$ cat src/logic/adcem_pkg.sv
`default_nettype none
package adcem_pkg;
  // Register byte offsets on APB
  localparam logic [7:0] OFF_MIRROR   = 8'h00;
  localparam logic [7:0] OFF_COUNT    = 8'h04;
  localparam logic [7:0] OFF_ERRCTL   = 8'h08;
  localparam logic [7:0] OFF_CONTROL  = 8'h0c;
  localparam logic [7:0] OFF_EVENTS   = 8'h10;
  // Field positions
  localparam int ERR_AUTO_BIT = 7;
  localparam int ERRCNT_W     = 7;
  localparam int SEL_LSB      = 0;
  localparam int SEL_W        = 3;
  localparam int AUTO_BIT     = 4;
  localparam int EV_HALT_BIT  = 0;
  localparam int EV_ERR_BIT   = 1;
  localparam int EV_CNT_BIT   = 2;
  localparam int EV_SIZ_BIT   = 3;
  // Reset values
  localparam logic [7:0] RST_COUNT  = 8'h00;
  localparam logic [7:0] RST_ERRCTL = 8'h00;
  localparam logic [7:0] RST_CTRL   = 8'h00;
  localparam logic [3:0] RST_EVENTS = 4'h0;
  // Number of endpoints that the selector can address
  localparam int N_EP = 8;

  typedef enum logic [1:0]
  {
    ADCEM_IDLE  = 2'b00,
    ADCEM_XFER  = 2'b01,
    ADCEM_FIX   = 2'b10
  } adcem_state_type;

  // Error-handling actions toward the endpoint
  typedef enum logic [1:0]
  {
    ADCEM_ACT_NONE    = 2'b00,
    ADCEM_ACT_RETX    = 2'b01,
    ADCEM_ACT_FLUSH   = 2'b10,
    ADCEM_ACT_ISODROP = 2'b11
  } adcem_action_type;
endpackage
`default_nettype wire

$ cat src/logic/adcem_errcnt.sv
`timescale 1ns/10ps
`default_nettype none
module adcem_errcnt #(
  parameter int W = 7
) (
  input  wire logic         pclk,
  input  wire logic         presetn,
  input  wire logic         active,
  input  wire logic         auto_error_handling_en,
  input  wire logic         bus_err,
  input  wire logic         success,
  input  wire logic         wr,
  input  wire logic [W-1:0] wdata,
  output logic      [W-1:0] preset,
  output logic      [W-1:0] live,
  output logic              exhausted
);
  if (W < 1 || W > 7)
  begin : g_bad_w
    $error("adcem_errcnt: W out of range");
  end

  typedef struct packed {
    logic [W-1:0] preset;
    logic [W-1:0] live;
    logic         ex;
  } adcem_ec_type;

  adcem_ec_type s_r;
  adcem_ec_type s_nxt;

  always_comb
  begin
    s_nxt    = s_r;
    s_nxt.ex = 1'b0;
    if (!active)
    begin
      if (wr)
      begin
        s_nxt.preset = wdata;
      end
      s_nxt.live = s_nxt.preset;
    end
    else if (success)
    begin
      s_nxt.live = s_r.preset;
    end
    else if (bus_err && auto_error_handling_en)
    begin
      if (s_r.live == '0)
      begin
        s_nxt.ex = 1'b1;
      end
      else
      begin
        s_nxt.live = s_r.live - 1'b1;
      end
    end
  end

  always_ff @(posedge pclk or negedge presetn)
  begin
    if (!presetn)
    begin
      s_r <= '0;
    end
    else
    begin
      s_r <= s_nxt;
    end
  end

  assign preset    = s_r.preset;
  assign live      = s_r.live;
  assign exhausted = s_r.ex;
endmodule // adcem_errcnt
`default_nettype wire

$ cat src/logic/adcem_top.sv
// The register offsets and the APB register port were left to the implementer.
`timescale 1ns/10ps
`default_nettype none
module adcem_top #(
  parameter int N_EP = adcem_pkg::N_EP
) (
  input  wire logic                  pclk,
  input  wire logic                  presetn,
  input  wire logic                  psel,
  input  wire logic                  penable,
  input  wire logic                  pwrite,
  input  wire logic [7:0]            paddr,
  input  wire logic [31:0]           pwdata,
  output logic      [31:0]           prdata,
  output logic                       pready,
  output logic                       pslverr,
  input  wire logic [N_EP*8-1:0]     tx_endpoint_status,
  input  wire logic [N_EP*8-1:0]     rx_endpoint_status,
  input  wire logic [N_EP-1:0]       ep_is_rx,
  input  wire logic                  ep_iso,
  input  wire logic                  dma_done,
  input  wire logic                  pkt_ok,
  input  wire logic                  pkt_err,
  input  wire logic                  pkt_short,
  input  wire logic                  halt_req,
  output logic                       auto_transfer_mode,
  output logic [2:0]                 endpoint_source_select,
  output logic [3:0]                 transfer_event_flags,
  output logic [1:0]                 fix_action,
  output logic                       fix_strobe
);
  if (N_EP < 1 || N_EP > 8)
  begin : g_bad_n_ep
    $error("adcem_top: N_EP must be 1..8");
  end

  typedef struct packed {
    logic [31:0]                  prdata;
    logic                         pready;
    logic                         pslverr;
    logic [7:0]                   packets_remaining;
    logic [7:0]                   control;
    logic [3:0]                   events;
    logic                         auto_error_handling_en;
    logic [7:0]                   mirror;
    logic                         got_dma;
    logic                         got_ok;
    adcem_pkg::adcem_state_type   st;
    adcem_pkg::adcem_action_type  act;
    logic                         act_stb;
  } adcem_top_type;

  adcem_top_type s_r;
  adcem_top_type s_nxt;

  logic [6:0] err_preset;
  logic [6:0] err_live;
  logic       err_exhausted;
  logic       err_wr;
  logic       auto_on;
  logic       cur_rx;
  logic       pkt_success;
  logic       pkt_bad;
  logic [2:0] sel;
  logic [3:0] ev_set;

  function automatic logic [7:0] pick(input logic [N_EP*8-1:0] v, input logic [2:0] i);
    logic [7:0] r;
    r = 8'h00;
    for (int k = 0; k < N_EP; k++)
    begin
      if (i == k[2:0])
      begin
        r = v[k*8 +: 8];
      end
    end
    return r;
  endfunction

  function automatic logic pick_bit(input logic [N_EP-1:0] v, input logic [2:0] i);
    logic r;
    r = 1'b0;
    for (int k = 0; k < N_EP; k++)
    begin
      if (i == k[2:0])
      begin
        r = v[k];
      end
    end
    return r;
  endfunction

  assign sel         = s_r.control[adcem_pkg::SEL_LSB +: adcem_pkg::SEL_W];
  assign auto_on     = s_r.control[adcem_pkg::AUTO_BIT];
  assign cur_rx      = pick_bit(ep_is_rx, sel);
  // Commits on the first access edge, with the register slave below
  assign err_wr      = psel && penable && pwrite && !s_r.pready
                     && (paddr == adcem_pkg::OFF_ERRCTL);
  // Packet done: both halves seen (DMA and bus outcome, either order)
  assign pkt_success = auto_on && ((s_r.got_dma || dma_done) && (s_r.got_ok || pkt_ok));
  assign pkt_bad     = auto_on && pkt_err;

  adcem_errcnt #(
    .W (adcem_pkg::ERRCNT_W)
  ) u_errcnt (
    .pclk      (pclk),
    .presetn   (presetn),
    .active    (auto_on),
    .auto_error_handling_en (s_r.auto_error_handling_en),
    .bus_err   (pkt_bad),
    .success   (pkt_success),
    .wr        (err_wr),
    .wdata     (pwdata[6:0]),
    .preset    (err_preset),
    .live      (err_live),
    .exhausted (err_exhausted)
  );

  always_comb
  begin
    s_nxt         = s_r;
    s_nxt.pready  = 1'b0;
    s_nxt.pslverr = 1'b0;
    s_nxt.act_stb = 1'b0;
    ev_set        = 4'h0;
    // Mirror samples status only; nothing here touches the source flags
    s_nxt.mirror = cur_rx ? pick(rx_endpoint_status, sel)
                          : pick(tx_endpoint_status, sel);

    // Packet accounting
    if (auto_on)
    begin
      if (dma_done)
      begin
        s_nxt.got_dma = 1'b1;
      end
      if (pkt_ok)
      begin
        s_nxt.got_ok = 1'b1;
      end
      if (pkt_success)
      begin
        s_nxt.got_dma = 1'b0;
        s_nxt.got_ok  = 1'b0;
        if (s_r.packets_remaining == 8'h00)
        begin
          ev_set[adcem_pkg::EV_CNT_BIT] = 1'b1;
        end
        else
        begin
          s_nxt.packets_remaining = s_r.packets_remaining - 8'h01;
        end
      end
      if (pkt_short && cur_rx)
      begin
        ev_set[adcem_pkg::EV_SIZ_BIT] = 1'b1;
      end
      if (halt_req)
      begin
        ev_set[adcem_pkg::EV_HALT_BIT] = 1'b1;
      end
      if (pkt_bad)
      begin
        s_nxt.got_dma = 1'b0;
        s_nxt.got_ok  = 1'b0;
        if (!s_r.auto_error_handling_en)
        begin
          ev_set[adcem_pkg::EV_ERR_BIT] = 1'b1;
        end
        else if (err_exhausted || err_live == 7'h00)
        begin
          ev_set[adcem_pkg::EV_ERR_BIT] = 1'b1;
        end
        else
        begin
          s_nxt.act_stb = 1'b1;
          if (!cur_rx)
          begin
            s_nxt.act = adcem_pkg::ADCEM_ACT_RETX;
          end
          else if (ep_iso)
          begin
            s_nxt.act = adcem_pkg::ADCEM_ACT_ISODROP;
          end
          else
          begin
            s_nxt.act = adcem_pkg::ADCEM_ACT_FLUSH;
          end
        end
      end
    end
    else
    begin
      s_nxt.got_dma = 1'b0;
      s_nxt.got_ok  = 1'b0;
    end

    case (s_r.st)
      adcem_pkg::ADCEM_IDLE:
      begin
        if (auto_on)
        begin
          s_nxt.st = adcem_pkg::ADCEM_XFER;
        end
      end
      adcem_pkg::ADCEM_XFER:
      begin
        if (s_nxt.act_stb)
        begin
          s_nxt.st = adcem_pkg::ADCEM_FIX;
        end
        else if (!auto_on)
        begin
          s_nxt.st = adcem_pkg::ADCEM_IDLE;
        end
      end
      adcem_pkg::ADCEM_FIX:
      begin
        // A back-to-back error keeps its new action
        if (s_nxt.act_stb)
        begin
          s_nxt.st = adcem_pkg::ADCEM_FIX;
        end
        else
        begin
          s_nxt.act = adcem_pkg::ADCEM_ACT_NONE;
          s_nxt.st  = auto_on ? adcem_pkg::ADCEM_XFER : adcem_pkg::ADCEM_IDLE;
        end
      end
      default:
      begin
        s_nxt.st = adcem_pkg::ADCEM_IDLE;
      end
    endcase

    s_nxt.events = s_r.events | ev_set;
    // Any event stops auto mode
    if (s_nxt.events != 4'h0)
    begin
      s_nxt.control[adcem_pkg::AUTO_BIT] = 1'b0;
    end

    // APB slave, one wait state
    if (psel && !penable)
    begin
      s_nxt.pready = 1'b0;
    end
    if (psel && penable && !s_r.pready)
    begin
      s_nxt.pready = 1'b1;
      s_nxt.prdata = 32'h0000_0000;
      case (paddr)
        adcem_pkg::OFF_MIRROR:
        begin
          s_nxt.prdata[7:0] = s_r.mirror;
          s_nxt.pslverr     = pwrite;
        end
        adcem_pkg::OFF_COUNT:
        begin
          s_nxt.prdata[7:0] = s_r.packets_remaining;
          if (pwrite)
          begin
            s_nxt.packets_remaining = pwdata[7:0];
          end
        end
        adcem_pkg::OFF_ERRCTL:
        begin
          s_nxt.prdata[7:0] = {s_r.auto_error_handling_en,
                               auto_on ? err_live : err_preset};
          if (pwrite && !auto_on)
          begin
            s_nxt.auto_error_handling_en = pwdata[adcem_pkg::ERR_AUTO_BIT];
          end
        end
        adcem_pkg::OFF_CONTROL:
        begin
          s_nxt.prdata[7:0] = s_r.control;
          if (pwrite)
          begin
            s_nxt.control = pwdata[7:0];
            // Auto mode only starts with all events clear
            if ((s_r.events | ev_set) != 4'h0)
            begin
              s_nxt.control[adcem_pkg::AUTO_BIT] = 1'b0;
            end
          end
        end
        adcem_pkg::OFF_EVENTS:
        begin
          s_nxt.prdata[3:0] = s_r.events;
          if (pwrite)
          begin
            // Clear on write one; a same-cycle set wins
            s_nxt.events = (s_r.events & ~pwdata[3:0]) | ev_set;
          end
        end
        default:
        begin
          s_nxt.pslverr = 1'b1;
        end
      endcase
    end
  end

  always_ff @(posedge pclk or negedge presetn)
  begin
    if (!presetn)
    begin
      s_r                   <= '0;
      s_r.packets_remaining <= adcem_pkg::RST_COUNT;
      s_r.control           <= adcem_pkg::RST_CTRL;
      s_r.events            <= adcem_pkg::RST_EVENTS;
      s_r.auto_error_handling_en <= adcem_pkg::RST_ERRCTL[adcem_pkg::ERR_AUTO_BIT];
      s_r.st                <= adcem_pkg::ADCEM_IDLE;
      s_r.act               <= adcem_pkg::ADCEM_ACT_NONE;
    end
    else
    begin
      s_r <= s_nxt;
    end
  end

  assign prdata                 = s_r.prdata;
  assign pready                 = s_r.pready;
  assign pslverr                = s_r.pslverr;
  assign auto_transfer_mode     = s_r.control[adcem_pkg::AUTO_BIT];
  assign endpoint_source_select = sel;
  assign transfer_event_flags   = s_r.events;
  assign fix_action             = s_r.act;
  assign fix_strobe             = s_r.act_stb;
endmodule // adcem_top
`default_nettype wire

$ cat config.mk
export PLATFORM = sky130hd
export DESIGN_NAME = adcem_top
export DESIGN_NICKNAME = d
export VERILOG_FILES = /design/src/logic/adcem_pkg.sv /design/src/logic/adcem_errcnt.sv /design/src/logic/adcem_top.sv
export SDC_FILE = /design/constraint.sdc
export NUM_CORES = 1
export LEC_CHECK = 0
export ABC_AREA = 0
export BUFFER_PORTS_ARGS = -buffer_cell sky130_fd_sc_hd__buf_2
export CORE_UTILIZATION = 30
export DETAILED_ROUTE_END_ITERATION = 6
export GPL_TIMING_DRIVEN = 0
export MAX_ROUTING_LAYER = met4
export SYNTH_ARGS = -nofsm -noshare
export SYNTH_HDL_FRONTEND = slang
export SYNTH_SLANG_ARGS = --single-unit
export TNS_END_PERCENT = 20
$ cat constraint.sdc
create_clock -name pclk -period 2.45 [get_ports pclk]
set_input_delay 0.49 -clock pclk [delete_from_list [all_inputs] [get_ports pclk]]
set_output_delay 0.49 -clock pclk [all_outputs]
set_load 0.01 [all_outputs]
==> metrics.md, run 1 <==
| Metric | Value |
|---|---|
| #FFs+latches synth | `61` |
| CTS tree | `yes` |
| Main synth FF type | `dfrtp_1` |
| Vias in the first global route | `4700` |
| Max_cap viols | `0` |
| Area of the die | `~16000 um^2` |
| CP Capture Type | `flop` |
| Initial antenna violation count | `0` |
| Layout cells sized above 1 | `0.413` |
| Worst VDD drop | `between 0.2 and 0.3 mV` |
| Post-layout net count | `about 930` |
| Routed len/inst | `16.9 um` |
| Met1 usage | `0.255` |
| Top-count cell post-synth | `dfrtp_1` |
| Routed Wire Length | `approximately 16000 um` |
| Crit path from | `endpoint_source_select[1]$_DFFE_PN0P_` |
| Core ar. | `15400 um^2` |
| Reg2reg setup slack | `~0.094 ns` |
| DRT Pass-1 Iters | `5` |
| Clk_skew | `around 0.0056 ns` |
| Power after layout | `between 2 and 3 mW` |
| Detailed placer's ending HPWL | `roughly 13000 um` |
| Clk slew on worst S/H paths | `~0.060 ns` |
| Mapped cell area | `around 4800 um^2` |
| Setup CP Type | `flop to flop` |
| Die width | `roughly 130 um` |
| Final GP Congestion | `around 0.90` |
| Pwr/cell area | `approximately 460 nW/um^2` |
| Worst Hold Class | `primary input to asynchronous set/reset pin` |
| Crit path max fanout | `10` |
| GRT Overall Usage | `0.208` |
| Die Y | `between 100 and 150 um` |
| Row Count | `45` |
| Crit path launch type | `flop` |
| Met3 Use GR | `0.0249` |
| Post-route setup slack | `approximately 0.094 ns` |
| Cell count after synthesis | `roughly 530` |
| Finished Layout Cells | `around 960` |
| Grt peak-use layer | `met2` |
| Clk_lat worst skew | `roughly 0.34 ns` |
| Synth top area cells | `dfrtp_1 32%, mux2i_1 12%, mux2_2 7.3%` |
| Seq/Total Area, Yosys | `0.318` |
| Final Core Density | `0.416` |
| Fill cell count | `1621` |
| Area growth syn-to-layout | `34.0%` |
| First-pass GRT wire length | `approximately 25000 um` |
| CP arrival | `~2.6 ns` |
| Req. time, crit path | `roughly 2.7 ns` |
| Congestion Overflow GR | `0` |
| Synth Area per Inst | `9.12 um^2` |
| Count of different cell masters after synthesis | `between 60 and 70` |
| Post-CTS Setup Inserts | `0` |
| Synth Warn # | `0` |
| R2R depth | `9` |
| Post-synth EDFFs | `0` |
| Area leader, netlist | `dfrtp_1` |
| Vias | `~4800` |
| M2 GR Usage | `0.355` |
| Final Critical Period | `2.36 ns` |
| Starting Density | `0.311` |
| CTS Buf Count | `9` |
| Slew HR | `0.479` |
| Top cell type's share of synthesized area | `0.318` |
| Sink Count | `between 60 and 70` |
| Post-route ant nets | `0` |
| Status | `finished clean` |
| # placed instances | `~940` |
| Vias per cell | `approximately 5` |
| Number of buffers added on ports | `approximately 180` |
| CTS H-tree depth | `3` |
| Least-Margin Pin Slew | `roughly 0.78 ns` |
| Final Hold Vio Count | `0` |
| Final setup viols | `0` |
| Commonest cells in the netlist | `61 x dfrtp_1, 56 x mux2i_1, 48 x nor2_1` |
| I/O Pins | `between 200 and 250` |
| Tcrit/Tclk final | `0.962` |
| Diode count | `0` |
| Initial DRC count | `roughly 270` |
| Ys async rst share | `1.00` |
| Dpl ws | `-0.144 ns` |
| Root buffer cell | `clkbuf_16` |
| Largest net degree at the start of global routing | `35` |
| Fmax | `about 420 MHz` |
| CTS Buffer Depth | `2` |
| Final setup TNS | `0 ns` |
| FF-to-FF End | `s_r[12]$_DFF_PN0_` |
| Max-slew violations | `0` |
| Reg2reg start | `endpoint_source_select[1]$_DFFE_PN0P_` |
| Unrepaired setup endpoints after global routing | `true` |
| Post-route DRC | `0` |
| P_leak | `approximately 3.1 nW` |
## routing by layer
metal / up-vias / wire (um)
met5: - / 0
met4: 0 / 345
met3: 23 / 801
met2: 190 / 8020
met1: 2238 / 7020
li1: 2322 / -
## report_power, final
part           switching, mW  internal, mW  leakage (nW)
clock                  0.474         0.915         0.158
combinational          0.246         0.248          2.16
sequential            0.0273          1.04         0.823
## worst max-delay path, cell delays in order (launching register included)
cell	delay, ns
dfrtp_1	0.41
buf_2	0.17
nor2b_1	0.13
clkbuf_1	0.23
a32o_1	0.30
o22ai_4	0.25
nand2_4	0.13
buf_6	0.18
mux2i_1	0.14
a221o_1	0.30
## timing repair
item / 4_1_cts / 5_1_grt
setup endpoints to repair: 9 / 13
hold endpoints to repair: 0 / 0
gates resized for setup: 4 / 6
hold buffers: 0 / 0
## metrics by stage
step / hold WS (ns) / area, um^2
floorplan: 0.194 / 4880
finish: 0.231 / 6420
detailed placement: 0.475 / 6080
global placement: 0.465 / 6060
global route: 0.298 / 6420
CTS: 0.260 / 6410
## worst max-delay path by stage
stage,to,slack [ns]
after floorplan,s_r[15]$_DFFE_PN0P_,0.23
after global placement,u_errcnt.preset[2]$_DFFE_PN0N_,-0.14
after detailed placement,u_errcnt.preset[2]$_DFFE_PN0N_,-0.14
after CTS,s_r[12]$_DFF_PN0_,0.02
after global routing,u_errcnt.preset[5]$_DFFE_PN0N_,-0.004
final,s_r[12]$_DFF_PN0_,0.09
## final cells by class
| type | count | area (um^2) | area share |
|---|---|---|---|
| clock inverters | 6 | 86.3 | 0.0134 |
| inverters | 8 | 31.3 | 0.00487 |
| repair buffers | 184 | 936 | 0.146 |
| plain buffers | 71 | 467 | 0.0726 |
| flip-flops and latches | 61 | 1530 | 0.238 |
| well taps | 211 | 264 | 0.0411 |
| multi-input cells | 408 | 2880 | 0.448 |
| clock buffers | 10 | 239 | 0.0372 |
## cells in the final DEF (no fill, tap or decap), types with 3 or more instances in the layout
master / synthesis / final
buf_2: 8 / 192
mux2i_1: 56 / 56
nor2b_1: 7 / 7
nand4_1: 3 / 3
nor3_1: 6 / 6
a22o_1: 3 / 3
nand2b_1: 7 / 7
nor4_1: 5 / 5
a21oi_1: 39 / 39
mux2_2: 31 / 31
o21ai_0: 28 / 28
nand2_1: 34 / 34
o22ai_1: 12 / 12
clkbuf_1: 14 / 12
nand3b_1: 3 / 3
buf_4: 41 / 41
clkbuf_16: 0 / 9
nand3_1: 10 / 10
mux4_2: 3 / 3
conb_1: 1 / 24
xnor2_1: 3 / 3
clkinv_2: 0 / 3
dfrtp_1: 61 / 61
clkbuf_8: 2 / 3
a22oi_1: 24 / 24
o22a_1: 8 / 8
a31oi_1: 3 / 3
clkbuf_2: 0 / 3
inv_1: 7 / 7
ha_1: 3 / 3
a221o_1: 7 / 7
nor2_1: 48 / 48
## kinds of logic (layout without fill, tap and decap cells)
logic type | after synthesis | count (layout) | share of synthesized area
compound gates | 142 | 142 | 0.196
xor+xnor | 4 | 4 | 0.00731
fa+ha+maj | 4 | 4 | 0.00992
buf+inv | 80 | 279 | 0.103
flops | 61 | 61 | 0.318
mux | 91 | 91 | 0.207
other cells | 1 | 24 | 0.000782
simple gates | 143 | 143 | 0.158
## state kept, by name (all words and copies together), names as in the netlist
signal and cells:
fix_action 2, prdata 8, s_r 25, u_errcnt.exhausted 1
u_errcnt.live 7, pslverr 1, auto_transfer_mode 1, endpoint_source_select 3
fix_strobe 1, transfer_event_flags 4, u_errcnt.preset 7, pready 1
Note: power is estimated with default switching activity, not from simulation.
==> run 2, diff against run 1 <==
==> constraint.sdc (replaced) <==
create_clock -name pclk -period 2.7 [get_ports pclk]
set_input_delay 0.54 -clock pclk [delete_from_list [all_inputs] [get_ports pclk]]
set_output_delay 0.54 -clock pclk [all_outputs]
set_load 0.01 [all_outputs]
==> run 2 against run 1 <==
Fmax shrank 5.2%. First-iteration DRC count grew 3.8%. Largest cell class unchanged. Clock power shrank 9%. Critical endpoint unchanged.
==> metrics.md, run 2 (same netlist as run 1, synthesis figures left out) <==
| Metric | Value |
|---|---|
| Slew HR | `0.472` |
| Met3 wire len | `around 800 um` |
| CTS tree | `yes` |
| Slowest stage cell, crit path | `dfrtp_1` |
| CP arrival | `2.70 ns` |
| Pwr/cell area | `approximately 420 nW/um^2` |
| I/O Pins | `around 230` |
| Setup CP Type | `flop to flop` |
| Clk_skew | `0.00554 ns` |
| CTS H-tree depth | `3` |
| Least-Margin Pin Slew | `0.792 ns` |
| Routed len/inst | `about 17 um` |
| Crit path max fanout | `10` |
| Post-route DRC | `0` |
| DR WL met2 | `about 8000 um` |
| CTS Buf Count | `9` |
| CP Buf/Inv Count | `3` |
| Post-route ant nets | `0` |
| Sequential cell area | `approximately 1500 um^2` |
| Cell Chain, Critical Path | `buf_2, and2_1, clkbuf_1, a32o_1, o22ai_2, nand2_2, buf_6, mux2i_1, a221o_1` |
| Fill cell count | `approximately 1600` |
| Unrepaired setup endpoints after global routing | `false` |
| Final setup TNS | `0 ns` |
| Area growth syn-to-layout | `33.6%` |
| DRT Pass-1 Iters | `5` |
| Initial DRC count | `between 200 and 300` |
| Final GP Congestion | `~0.9` |
| Dpl ws | `0.0562 ns` |
| Number of buffers added on ports | `roughly 180` |
| Crit path launch type | `flop` |
| Vias in the first global route | `4700` |
| Status | `finished clean` |
| Post-layout net count | `933` |
| Post-CTS Setup Inserts | `0` |
| CP peak stage delay | `roughly 0.41 ns` |
| Worst VDD drop | `about 0.27 mV` |
| Largest delay share family, worst path | `compound AO/OA/AOI/OAI gates` |
| Routed Wire Length | `16100 um` |
| Final Hold Vio Count | `0` |
| P_leak | `3.12 nW` |
| Initial antenna violation count | `0` |
| CP Capture Type | `flop` |
| Sink Count | `between 60 and 70` |
| Vias per cell | `between 4 and 5` |
| Clk slew on worst S/H paths | `0.06 ns` |
| Stages on worst setup path | `9` |
| R2R depth | `9` |
| Max reg flops | `25` |
| Diode count | `0` |
| Starting Density | `0.311` |
| Clk_lat worst skew | `0.33 ns` |
| Area of the die | `between 15000 and 20000 um^2` |
| Multi-input gate area | `~2900 um^2` |
| Worst Hold Class | `primary input to asynchronous set/reset pin` |
| Max-slew violations | `0` |
| Layout cells sized above 1 | `0.408` |
| Post-route setup slack | `~0.22 ns` |
| Detailed placer's ending HPWL | `13000 um` |
| Wl on met1 | `roughly 7000 um` |
| Power after layout | `approximately 2.7 mW` |
| First-pass GRT wire length | `around 25000 um` |
| Most frequent cells in the layout | `191 x buf_2, 61 x dfrtp_1, 56 x mux2i_1, 48 x nor2_1, 41 x buf_4` |
| Core ar. | `~15000 um^2` |
| Fmax | `slightly above 400 MHz` |
| Die width | `between 100 and 150 um` |
| Tcrit/Tclk final | `0.920` |
| Final setup viols | `0` |
| GRT Overall Usage | `0.208` |
| Die Y | `between 100 and 150 um` |
| Final Critical Period | `between 2 and 2.5 ns` |
| Max layer used | `met4` |
| Biggest register | `s_r` |
| Root buffer cell | `clkbuf_16` |
| Req. time, crit path | `roughly 3 ns` |
| Largest net degree at the start of global routing | `35` |
| Row Count | `45` |
| Vias | `~4700` |
| Max_cap viols | `0` |
| Congestion Overflow GR | `0` |
| CTS Buffer Depth | `2` |
| Commonest non-fill, non-tap cell in the layout | `buf_2` |
-- run 2: changes by cell type in the layout (fill, tap and decap cells not counted), sizes merged --
| cell | before | now |
|---|---|---|
| buf | 237 | 238 |
| clkbuf | 28 | 27 |
| clkinv | 4 | 3 |
| clkinvlp | 1 | 2 |
-- run 2: cell type report --
class	count	area share
Inverter	8	0.00527
Clock buffer	10	0.0373
Buffer	71	0.0717
Timing Repair Buffer	184	0.146
Multi-Input combinational cell	408	0.447
Tap cell	211	0.0412
Clock inverter	6	0.0135
Sequential cell	61	0.238
-- run 2: routing by layer --
metal	up-vias	global-route usage
met1	2211	0.255
met4	0	0.0644
met2	178	0.355
met3	21	0.0249
met5	-	-
li1	2318	-
-- run 2: worst paths after layout --
| kind | from | to | slack (ns) |
|---|---|---|---|
| worst max-delay path | endpoint_source_select[1]$_DFFE_PN0P_ | s_r[12]$_DFF_PN0_ | 0.22 |
| min in group pclk | pkt_err | s_r[5]$_DFFE_PN0P_ | 0.45 |
| worst min-delay path | presetn | pready$_DFF_PN0_ | 0.29 |
| max in group asynchronous | presetn | u_errcnt.exhausted$_DFF_PN0_ | 1.78 |
| worst min register to register | prdata[6]$_DFFE_PN0P_ | prdata[6]$_DFFE_PN0P_ | 0.48 |
| worst max register to register | endpoint_source_select[1]$_DFFE_PN0P_ | s_r[12]$_DFF_PN0_ | 0.22 |
-- run 2: where the power goes --
group          total, mW  internal [mW]  switching, mW  leakage [nW]
combinational      0.445          0.224          0.221          2.14
sequential         0.966          0.942         0.0244         0.823
clock               1.26          0.830          0.428         0.158
total               2.67           2.00          0.674          3.12
-- run 2: per-stage QoR --
stage	hold slack, ns	cells	instance area, um^2	utilization
after floorplan	0.244	549	4880	-
after CTS	0.310	960	6410	0.415
after detailed placement	0.475	944	6080	0.394
final	0.286	959	6410	0.415
after global routing	0.348	959	6410	0.415
after global placement	0.465	943	6060	0.393
-- run 2: what timing repair did --
item,4_1_cts,5_1_grt
gates resized for setup,0,2
setup endpoints to repair,0,4
hold buffers,0,0
endpoints found under the hold margin,0,0
-- run 2: worst register-to-register path, stage by stage (launching register included) --
cell	delay (ns)
dfrtp_1	0.41
buf_2	0.17
and2_1	0.15
clkbuf_1	0.21
a32o_1	0.33
o22ai_2	0.26
nand2_2	0.19
buf_6	0.20
mux2i_1	0.14
a221o_1	0.30
